`config.mk`:
```
export PLATFORM = sky130hd
export DESIGN_NAME = amr_top
export DESIGN_NICKNAME = d
export VERILOG_FILES = /design/src/hdl/amr_pkg.sv /design/src/hdl/amr_top.sv /design/src/hdl/amr_sel_decode.sv /design/src/hdl/amr_result_fmt.sv
export SDC_FILE = /design/constraint.sdc
export NUM_CORES = 1
export LEC_CHECK = 0
export BUFFER_PORTS_ARGS = -buffer_cell sky130_fd_sc_hd__buf_2
export CORE_MARGIN = 10
export CORE_UTILIZATION = 50
export CTS_BUF_LIST = sky130_fd_sc_hd__clkbuf_16
export DETAILED_ROUTE_END_ITERATION = 12
export GPL_ROUTABILITY_DRIVEN = 0
export GPL_TIMING_DRIVEN = 0
export PLACE_DENSITY = 0.9
export SLEW_MARGIN = 30
export SYNTH_ARGS = -nofsm -noshare
export SYNTH_HDL_FRONTEND = slang
export SYNTH_SLANG_ARGS = --single-unit
```
`constraint.sdc`:
```
create_clock -name core_clk -period 2.4 [get_ports core_clk]
set_input_delay 0.24 -clock core_clk [delete_from_list [all_inputs] [get_ports core_clk]]
set_output_delay 0.24 -clock core_clk [all_outputs]
set_load 0.03 [all_outputs]
```
`src/hdl/amr_pkg.sv`:
```
// Purpose: constants and types for the converter selection control block
// Assumes: APB register access, registers indexed, byte address = 4*index
// Notes:   shared by the top module and its two leaf modules
// How it works
// [RULE1] bipolar result spans 0x200 up to 0x1FF
// [RULE2] bipolar result top bit is the sign
// [RULE3] unipolar by default, bipolar when bit set
// [RULE4] bipolar code is difference*512/reference*gain
// [RULE5] code 100010 routes and enables temperature sensor
// [RULE6] software uses 1.1V reference, single conversion
// [RULE7] reference select decodes supply, pin, internal
// [RULE8] code 11 drives internal reference onto pin
// [RULE9] reference change waits for conversion completion
// [RULE10] input change waits for conversion completion
// [RULE11] software avoids converting during differential settling
// [RULE12] same settling allowance after reference change
// [RULE13] input codes map single, ground, reference, pairs
// [RULE14] lowest bit picks unity or 20x gain
// [RULE15] highest bit swaps pair polarity
// [RULE16] offset calibration ties both inputs together
// [RULE17] done flag set when result updated
// [RULE18] bipolar select is control b bit 7

package amr_pkg;

    // register indices
    localparam logic [5:0] IDX_CTRL_B    = 6'h03;
    localparam logic [5:0] IDX_RESULT_LO = 6'h04;
    localparam logic [5:0] IDX_RESULT_HI = 6'h05;
    localparam logic [5:0] IDX_CHREF     = 6'h07;
    localparam logic [5:0] IDX_STATUS    = 6'h08;
    localparam logic [5:0] IDX_MASK      = 6'h09;

    // field positions
    localparam int unsigned REF_MSB      = 7;
    localparam int unsigned REF_LSB      = 6;
    localparam int unsigned MUX_MSB      = 5;
    localparam int unsigned BIPOLAR_BIT  = 7;
    localparam int unsigned STAT_DONE    = 0;
    localparam int unsigned STAT_APPLIED = 1;
    localparam int unsigned STAT_W       = 2;

    // reset values
    localparam logic [7:0] CHREF_RST  = 8'h00;
    localparam logic [7:0] CTRL_B_RST = 8'h00;
    localparam logic [9:0] RESULT_RST = 10'h000;

    // reference codes
    localparam logic [1:0] REF_SUPPLY  = 2'h0;
    localparam logic [1:0] REF_EXTPIN  = 2'h1;
    localparam logic [1:0] REF_INTERN  = 2'h2;
    localparam logic [1:0] REF_TO_PIN  = 2'h3;

    // input selection codes
    localparam logic [5:0] SEL_GND    = 6'h20;
    localparam logic [5:0] SEL_IREF   = 6'h21;
    localparam logic [5:0] SEL_TEMP   = 6'h22;
    localparam logic [5:0] SEL_CAL0   = 6'h23;
    localparam logic [5:0] SEL_CAL3   = 6'h24;
    localparam logic [5:0] SEL_CAL7   = 6'h26;
    localparam logic [3:0] PAIR_BASE  = 4'h4;

    // analog source codes beyond pins 0..7
    localparam logic [3:0] SRC_GND  = 4'h8;
    localparam logic [3:0] SRC_IREF = 4'h9;
    localparam logic [3:0] SRC_TEMP = 4'hA;

    // bipolar result format
    localparam logic [9:0] SIGN_FLIP = 10'h200;
    localparam logic [9:0] MOST_NEG  = 10'h200;
    localparam logic [9:0] MOST_POS  = 10'h1FF;

    // settling advice in converter clocks
    localparam int unsigned SETTLE_MIN_CLKS = 13;
    localparam int unsigned SETTLE_MAX_CLKS = 25;

    typedef enum logic [1:0] {
        ST_IDLE = 2'b01,
        ST_CONV = 2'b10
    } amr_conv_e;

    typedef struct packed {
        logic [3:0] pos_src;
        logic [3:0] neg_src;
        logic       diff;
        logic       gain20;
        logic       cal;
        logic       temp_en;
    } amr_route_s;

    typedef struct packed {
        logic supply_en;
        logic ext_pin_en;
        logic intern_en;
        logic intern_to_pin;
    } amr_ref_s;

endpackage

```
`src/hdl/amr_top.sv`:
```
// Purpose: selection, reference and result control of the converter
// Assumes: conv_busy, conv_done, conv_code come from core_clk logic
// Notes:   selections written mid-conversion are applied at completion
`timescale 1ns/1ps
`default_nettype none

module amr_top
    import amr_pkg::*;
(
    // clock and reset
    input  wire logic        core_clk,
    input  wire logic        nrst,

    // apb slave
    input  wire logic        psel,
    input  wire logic        penable,
    input  wire logic        pwrite,
    input  wire logic [7:0]  paddr,
    input  wire logic [31:0] pwdata,
    output logic [31:0]      prdata,
    output logic             pready,
    output logic             pslverr,

    // conversion core
    input  wire logic        conv_busy,
    input  wire logic        conv_done,
    input  wire logic [9:0]  conv_code,

    // analog controls
    output amr_route_s       route,
    output amr_ref_s         ref_ctl,
    output logic             bipolar_mode,

    // interrupt
    output logic             irq
);

    // software-visible registers
    logic [7:0]        chref_ff;
    logic [7:0]        ctrl_b_ff;
    logic [9:0]        result_ff;
    logic [STAT_W-1:0] status_ff;
    logic [STAT_W-1:0] mask_ff;
    logic [31:0]       prdata_ff;

    // applied selection seen by the analog side
    logic [7:0]        active_ff;
    amr_route_s        route_ff;
    amr_ref_s          ref_ff;
    logic              bipolar_ff;

    // conversion tracker
    amr_conv_e         state_ff;
    amr_conv_e         nxt_state;

    // apb decode
    logic              addr_aligned;
    logic [5:0]        addr_idx;
    logic              hit_ctrl_b;
    logic              hit_res_lo;
    logic              hit_res_hi;
    logic              hit_chref;
    logic              hit_status;
    logic              hit_mask;
    logic              addr_mapped;
    logic              setup_rd;
    logic              access;
    logic              wr_en;
    logic [7:0]        wbyte;

    // selection apply path
    logic              apply_now;
    logic              sel_changes;
    amr_route_s        nxt_route;
    amr_ref_s          nxt_ref;
    logic [9:0]        fmt_code;
    logic [31:0]       rd_mux;

    // events into status
    logic [STAT_W-1:0] evt_set;
    logic [STAT_W-1:0] w1c_hit;
    logic [STAT_W-1:0] nxt_status;

    // address decode: registers on aligned words, index = byte addr / 4
    assign addr_aligned = (paddr[1:0] == 2'h0);
    assign addr_idx     = paddr[7:2];
    assign hit_ctrl_b   = addr_aligned && (addr_idx == IDX_CTRL_B);
    assign hit_res_lo   = addr_aligned && (addr_idx == IDX_RESULT_LO);
    assign hit_res_hi   = addr_aligned && (addr_idx == IDX_RESULT_HI);
    assign hit_chref    = addr_aligned && (addr_idx == IDX_CHREF);
    assign hit_status   = addr_aligned && (addr_idx == IDX_STATUS);
    assign hit_mask     = addr_aligned && (addr_idx == IDX_MASK);
    assign addr_mapped  = hit_ctrl_b || hit_res_lo || hit_res_hi ||
                          hit_chref  || hit_status || hit_mask;

    // apb phases; read data is staged in the setup cycle
    assign setup_rd = psel && !penable && !pwrite;
    assign access   = psel && penable;
    assign wr_en    = access && pwrite && addr_mapped;
    assign wbyte    = pwdata[7:0];

    // zero wait states: prdata was already captured at setup
    assign pready  = 1'b1;
    assign pslverr = access && !addr_mapped;
    assign prdata  = prdata_ff;

    // read mux; unused upper bits read as zero
    always_comb begin
        rd_mux = 32'h0000_0000;
        if (hit_ctrl_b) begin
            rd_mux[7:0] = ctrl_b_ff;
        end else if (hit_res_lo) begin
            rd_mux[7:0] = result_ff[7:0];
        end else if (hit_res_hi) begin
            rd_mux[1:0] = result_ff[9:8];                          // RULE2
        end else if (hit_chref) begin
            rd_mux[7:0] = chref_ff;
        end else if (hit_status) begin
            rd_mux[STAT_W-1:0] = status_ff;
        end else if (hit_mask) begin
            rd_mux[STAT_W-1:0] = mask_ff;
        end
    end

    // capture read data in the setup cycle
    always_ff @(posedge core_clk) begin
        if (!nrst) begin
            prdata_ff <= 32'h0000_0000;
        end else if (setup_rd) begin
            prdata_ff <= rd_mux;
        end
    end

    // selection register: software view, applied later
    always_ff @(posedge core_clk) begin
        if (!nrst) begin
            chref_ff <= CHREF_RST;
        end else if (wr_en && hit_chref) begin
            chref_ff <= wbyte;
        end
    end

    // control b: top bit steers result format, others kept as written
    always_ff @(posedge core_clk) begin
        if (!nrst) begin
            ctrl_b_ff <= CTRL_B_RST;                               // RULE3
        end else if (wr_en && hit_ctrl_b) begin
            ctrl_b_ff <= wbyte;                                    // RULE18
        end
    end

    // mask register, same layout as status
    always_ff @(posedge core_clk) begin
        if (!nrst) begin
            mask_ff <= '0;
        end else if (wr_en && hit_mask) begin
            mask_ff <= wbyte[STAT_W-1:0];
        end
    end

    // conversion tracker: idle until the core reports busy
    always_comb begin
        nxt_state = state_ff;
        case (state_ff)
            ST_IDLE: begin
                if (conv_busy && !conv_done) begin
                    nxt_state = ST_CONV;
                end
            end
            ST_CONV: begin
                if (conv_done) begin
                    nxt_state = ST_IDLE;
                end
            end
            default: begin
                nxt_state = ST_IDLE;
            end
        endcase
    end

    always_ff @(posedge core_clk) begin
        if (!nrst) begin
            state_ff <= ST_IDLE;
        end else begin
            state_ff <= nxt_state;
        end
    end

    // apply only between conversions or on the completing edge,
    // so a mid-conversion write never disturbs the sample in flight
    assign apply_now = ((state_ff == ST_IDLE) && !conv_busy) ||
                       conv_done;                                  // RULE9 RULE10
    assign sel_changes = (active_ff != chref_ff);

    always_ff @(posedge core_clk) begin
        if (!nrst) begin
            active_ff <= CHREF_RST;
        end else if (apply_now) begin
            active_ff <= chref_ff;                                 // RULE9 RULE10
        end
    end

    // input route decode from the applied selection
    amr_sel_decode u_decode (
        .input_select (active_ff[MUX_MSB:0]),
        .route        (nxt_route)
    );

    // reference decode from the applied selection
    always_comb begin
        nxt_ref = '0;
        case (active_ff[REF_MSB:REF_LSB])
            REF_SUPPLY: begin
                nxt_ref.supply_en = 1'b1;                          // RULE7
            end
            REF_EXTPIN: begin
                nxt_ref.ext_pin_en = 1'b1;                         // RULE7
            end
            REF_INTERN: begin
                nxt_ref.intern_en = 1'b1;                          // RULE7
            end
            REF_TO_PIN: begin
                // pin must be free of external drive in this mode
                nxt_ref.intern_en     = 1'b1;                      // RULE8
                nxt_ref.intern_to_pin = 1'b1;                      // RULE8
            end
            default: begin
                nxt_ref.supply_en = 1'b1;
            end
        endcase
    end

    // registered analog controls: route and reference one cycle behind the apply, bipolar one cycle behind the control b write
    always_ff @(posedge core_clk) begin
        if (!nrst) begin
            route_ff   <= '0;
            ref_ff     <= '0;
            bipolar_ff <= 1'b0;
        end else begin
            route_ff   <= nxt_route;
            ref_ff     <= nxt_ref;
            bipolar_ff <= ctrl_b_ff[BIPOLAR_BIT];                  // RULE18
        end
    end

    assign route        = route_ff;
    assign ref_ctl      = ref_ff;
    assign bipolar_mode = bipolar_ff;

    // result formatting uses the route of the finishing conversion
    amr_result_fmt u_fmt (
        .raw_code (conv_code),
        .bipolar  (bipolar_ff),
        .diff     (route_ff.diff),
        .fmt_code (fmt_code)
    );

    // result register updates with the done flag, same edge
    always_ff @(posedge core_clk) begin
        if (!nrst) begin
            result_ff <= RESULT_RST;
        end else if (conv_done) begin
            result_ff <= fmt_code;                                 // RULE1 RULE17
        end
    end

    // events: conversion done, changed selection taken over
    assign evt_set[STAT_DONE]    = conv_done;                      // RULE17
    assign evt_set[STAT_APPLIED] = apply_now && sel_changes;
    assign w1c_hit = (wr_en && hit_status) ? wbyte[STAT_W-1:0]
                                           : '0;

    // sticky bits, cleared by writing one; a new event beats the clear
    genvar gi;
    generate
        for (gi = 0; gi < STAT_W; gi = gi + 1) begin : g_stat
            assign nxt_status[gi] = evt_set[gi] ||
                                    (status_ff[gi] && !w1c_hit[gi]);
        end
    endgenerate

    always_ff @(posedge core_clk) begin
        if (!nrst) begin
            status_ff <= '0;
        end else begin
            status_ff <= nxt_status;                               // RULE17
        end
    end

    // level interrupt while any unmasked status bit stands
    assign irq = |(status_ff & mask_ff);

endmodule

`default_nettype wire

```
`src/hdl/amr_sel_decode.sv`:
```
// Purpose: decode the six-bit input selection into an analog route
// Assumes: purely combinational, fed from the applied selection
// Notes:   reversed pairs reuse the forward pair table, swapped
`timescale 1ns/1ps
`default_nettype none

module amr_sel_decode
    import amr_pkg::*;
(
    // selection in
    input  wire logic [5:0] input_select,
    // route out
    output amr_route_s      route
);

    logic [3:0] pair_idx;
    logic [3:0] pin_a;
    logic [3:0] pin_b;
    logic       is_pair;
    logic       is_cal;
    logic [3:0] cal_pin;

    // forward pair table, first pin positive
    assign pair_idx = input_select[4:1] - PAIR_BASE;
    always_comb begin
        case (pair_idx)
            4'h0:    begin pin_a = 4'h0; pin_b = 4'h1; end
            4'h1:    begin pin_a = 4'h0; pin_b = 4'h3; end
            4'h2:    begin pin_a = 4'h1; pin_b = 4'h2; end
            4'h3:    begin pin_a = 4'h1; pin_b = 4'h3; end
            4'h4:    begin pin_a = 4'h2; pin_b = 4'h3; end
            4'h5:    begin pin_a = 4'h3; pin_b = 4'h4; end
            4'h6:    begin pin_a = 4'h3; pin_b = 4'h5; end
            4'h7:    begin pin_a = 4'h3; pin_b = 4'h6; end
            4'h8:    begin pin_a = 4'h3; pin_b = 4'h7; end
            4'h9:    begin pin_a = 4'h4; pin_b = 4'h5; end
            4'hA:    begin pin_a = 4'h5; pin_b = 4'h6; end
            4'hB:    begin pin_a = 4'h6; pin_b = 4'h7; end
            default: begin pin_a = 4'h0; pin_b = 4'h0; end
        endcase
    end

    // class of the code
    assign is_pair = (input_select[4:3] != 2'h0);                  // RULE13
    assign is_cal  = (input_select >= SEL_CAL0) &&
                     (input_select <= {SEL_CAL7[5:1], 1'b1});      // RULE16
    assign cal_pin = (input_select == SEL_CAL0) ? 4'h0 :
                     (input_select[2:1] == SEL_CAL3[2:1]) ? 4'h3 :
                     4'h7;                                         // RULE16

    // assemble the route
    always_comb begin
        route = '0;
        if (is_pair) begin
            route.diff   = 1'b1;
            route.gain20 = input_select[0];                        // RULE14
            if (input_select[MUX_MSB]) begin                       // RULE15
                route.pos_src = pin_b;
                route.neg_src = pin_a;
            end else begin
                route.pos_src = pin_a;
                route.neg_src = pin_b;
            end
        end else if (is_cal) begin
            route.diff    = 1'b1;
            route.cal     = 1'b1;
            route.gain20  = input_select[0];                       // RULE14
            route.pos_src = cal_pin;                               // RULE16
            route.neg_src = cal_pin;
        end else if (input_select == SEL_GND) begin
            route.pos_src = SRC_GND;                               // RULE13
        end else if (input_select == SEL_IREF) begin
            route.pos_src = SRC_IREF;                              // RULE13
        end else if (input_select == SEL_TEMP) begin
            route.pos_src = SRC_TEMP;                              // RULE5
            route.temp_en = 1'b1;                                  // RULE5
        end else begin
            route.pos_src = {1'b0, input_select[2:0]};             // RULE13
        end
    end

endmodule

`default_nettype wire

```
`src/hdl/amr_result_fmt.sv`:
```
// Purpose: turn the core's raw code into the stored result form
// Assumes: core gives offset binary in bipolar mode, 0x200 = zero
// Notes:   flipping the top bit turns offset binary into two's complement
`timescale 1ns/1ps
`default_nettype none

module amr_result_fmt
    import amr_pkg::*;
(
    // raw result and mode
    input  wire logic [9:0] raw_code,
    input  wire logic       bipolar,
    input  wire logic       diff,
    // formatted result
    output logic [9:0]      fmt_code
);

    logic two_sided;

    // only differential inputs may run two-sided
    assign two_sided = bipolar && diff;                           // RULE3
    assign fmt_code  = two_sided ? (raw_code ^ SIGN_FLIP)         // RULE1 RULE4
                                 : raw_code;                      // RULE2

endmodule

`default_nettype wire

```
==> reports/results.txt <==
Run status -> finished clean
First-pass GRT wire length -> 13700 um
Final Hold Viols -> 0
Drt wl/cell -> 16.4 um
Reg clk slew, reported paths -> 0.06 ns
Drt drc -> 0
Top cells by area, synth -> dfxtp_1 (38%), mux2i_1 (8.7%), nor2b_1 (6.6%)
Die H -> 102 um
Util after Layout -> 0.638
Vias/cell -> 5.37
Pin count of the biggest net entering global routing -> 13
Yosys warnings -> 0
Die area -> 0.0104 mm^2
Tot Pwr -> 2650 uW
Worst Setup Path Type -> reg -> reg
# resized after CTS -> 0
Share of power burned in registers -> 0.412
GR Util All Layers -> 0.167
Mean Syn Cell Area -> 9.57 um^2
Pwr dens -> 648 mW/mm^2
Core area -> 0.00642 mm^2
Hold_ws -> 0.168 ns
Worst Tran Pin Value -> 0.793 ns
Number of diodes -> 0
Worst min path class -> in -> reg
Seq. cell area -> 0.00128 mm^2
F_max -> 0.463 GHz
Slew Limit Fails -> 0
Int Power -> 1990 uW
Routed WL -> 8510 um
Max Cap Viol -> 0
CTS tree -> built
Switch Pwr -> 663 uW
Die width -> 102 um
CTS max path bufs -> 2
Sw Ratio -> 0.250
Maximum VDD drop -> 0.324 mV
# port buffers -> 54
Combinational Power Share -> 0.103
Most frequent cell after synthesis -> dfxtp_1
GRT overflow -> 0
Area growth syn-to-layout -> 22.6%
Ys flop type -> dfxtp_1
Yosys cell types -> 54
Yosys reg bits -> 64
Initial antenna violation count -> 0
Initial DRC count -> 198
Standard-cell rows -> 29
Multi-input gate area -> 0.00181 mm^2
Worst Setup Start Kind -> flop
Routed Antenna Nets -> 0
RSZ-0062 raised after global routing -> no
Number of synthesized flops with an enable pin -> 0
Clk_skew -> 0.00634 ns
Postcts setup bufs -> 0
Hpwl dp -> 6430 um
1st-pass router iterations -> 5
Total CTS buffers -> 9
H-tree lvl count -> 3
Clock root buffer -> clkbuf_16
Normalized max-slew margin -> 0.470
Worst-skew pair later-pin latency -> 0.33 ns
Crit path time final -> 2.16 ns
Cell count after synthesis -> 349
Count of nets after finishing -> 499
CP Data Arrival Time -> 2.41 ns
Share of layout cells above drive strength 1 -> 0.293
Area of the mapped netlist -> 0.00334 mm^2
Setup violators final -> 0
Share of synthesized registers carrying an async set or reset -> 0
Boundary Pins -> 109
CP required -> 2.65 ns
Peak fanout along the critical path -> 10
Top cells by count, synth -> dfxtp_1 (64), nor2b_1 (35), buf_4 (29), mux2i_1 (29), nand2_1 (17)
Leak Pwr -> 0.00189 uW
Register area share after synthesis -> 0.384
Sink Count -> 64
Fill cell count -> 553
Initial Util -> 0.520
Clk pwr share -> 0.485
Final period util -> 0.901
Area leader, netlist -> dfxtp_1
Hold buffers post-CTS -> 0
TNS Setup -> 0 ns
Via count of the routed design -> 2794
Vias in the first global route -> 2845
Crit end category -> flop
Synth top area share -> 0.384
[worst paths after layout]
kind / from / endpoint / slack [ns] / cells past startpoint
min reg2reg: ctrl_b_ff[4]$_SDFFE_PN0P_ / ctrl_b_ff[4]$_SDFFE_PN0P_ / 0.46 / 2
max reg2reg: active_ff[3]$_SDFFE_PN0P_ / route[6]$_SDFF_PN0_ / 0.24 / 8
min: conv_code[1] / result_ff[1]$_SDFFE_PN0P_ / 0.17 / 3
max: active_ff[3]$_SDFFE_PN0P_ / route[6]$_SDFF_PN0_ / 0.24 / 8
[routing by layer]
metal / part of all wire / routed length [um] / global-route usage / vias up
met5: 0 / 0 / 0 / -
met2: 0.50 / 4280 / 0.293 / 112
li1: - / - / - / 1353
met3: 0.086 / 733 / 0.0619 / 16
met4: 0.020 / 172 / 0.0627 / 0
met1: 0.39 / 3320 / 0.180 / 1313
[power groups by stage]
stage	clock network (uW)	registers (uW)	logic, uW
after floorplan	0	1130	185
after global placement	0	1120	263
after detailed placement	0	1120	268
after CTS	1310	1090	269
after global routing	1350	1100	293
final	1290	1090	272
[sequential cells by signal, indices dropped and copies added (netlist names)]
name	flops
active_ff	8
bipolar_mode	1
chref_ff	8
ctrl_b_ff	8
mask_ff	2
prdata	8
ref_ctl	4
result_ff	10
route	11
state_ff	2
status_ff	2
[through the flow]
step                      area [um^2]  worst slack [ns]  instances
final                            4100             0.238        520
after global routing             4100             0.122        520
after CTS                        4100             0.307        520
after detailed placement         3800             0.359        504
after global placement           3800             0.448        504
after floorplan                  3430             0.591        373
[critical path: stages (launching register included)]
cell and delay (ns):
dfxtp_1 0.30, buf_2 0.21, inv_1 0.12, ha_1 0.29, clkbuf_1 0.31, nor3b_1 0.42
nor2b_1 0.20, o21bai_1 0.07, a21boi_0 0.16
[layout by cell type, fill, tap and decap left out, types with 2 or more instances in the layout]
cell,count
a211oi_1,4
a21boi_0,4
a21boi_1,6
a21oi_1,13
a221oi_1,8
a22o_2,6
a31oi_1,3
and2_1,3
and3_1,4
buf_2,58
buf_4,29
buf_6,2
clkbuf_1,12
clkbuf_16,9
clkinv_2,2
clkinv_4,2
clkinvlp_4,2
conb_1,26
dfxtp_1,64
ha_1,4
inv_1,6
mux2_2,4
mux2i_1,29
nand2_1,17
nand2b_1,3
nand3_1,9
nand3b_1,2
nand4_1,3
nand4b_1,2
nor2_1,14
nor2b_1,35
nor3b_1,6
nor4_1,2
nor4_4,2
nor4b_4,2
o21ai_0,16
xnor2_1,2
xor2_1,7
[cell type report]
| class | count | area share |
|---|---|---|
| clock buffer | 9 | 0.0550 |
| inverter | 6 | 0.00550 |
| sequential | 64 | 0.313 |
| tap | 77 | 0.0235 |
| multi-input combinational | 255 | 0.441 |
| clock inverter | 7 | 0.0177 |
| buffer | 48 | 0.0782 |
| timing repair buffer | 54 | 0.0660 |
[logic make-up after synthesis]
family,after synthesis,share of synthesized area
DFF,64,0.384
xor gates and xnor gates,9,0.0236
AOI/OAI and AO/OA,68,0.141
and+or+nand+nor,115,0.232
muxes,33,0.100
adders and majority gates,4,0.0150
other,2,0.00225
buffers and inverters,54,0.103
Note: power is estimated with default switching activity, not from simulation.
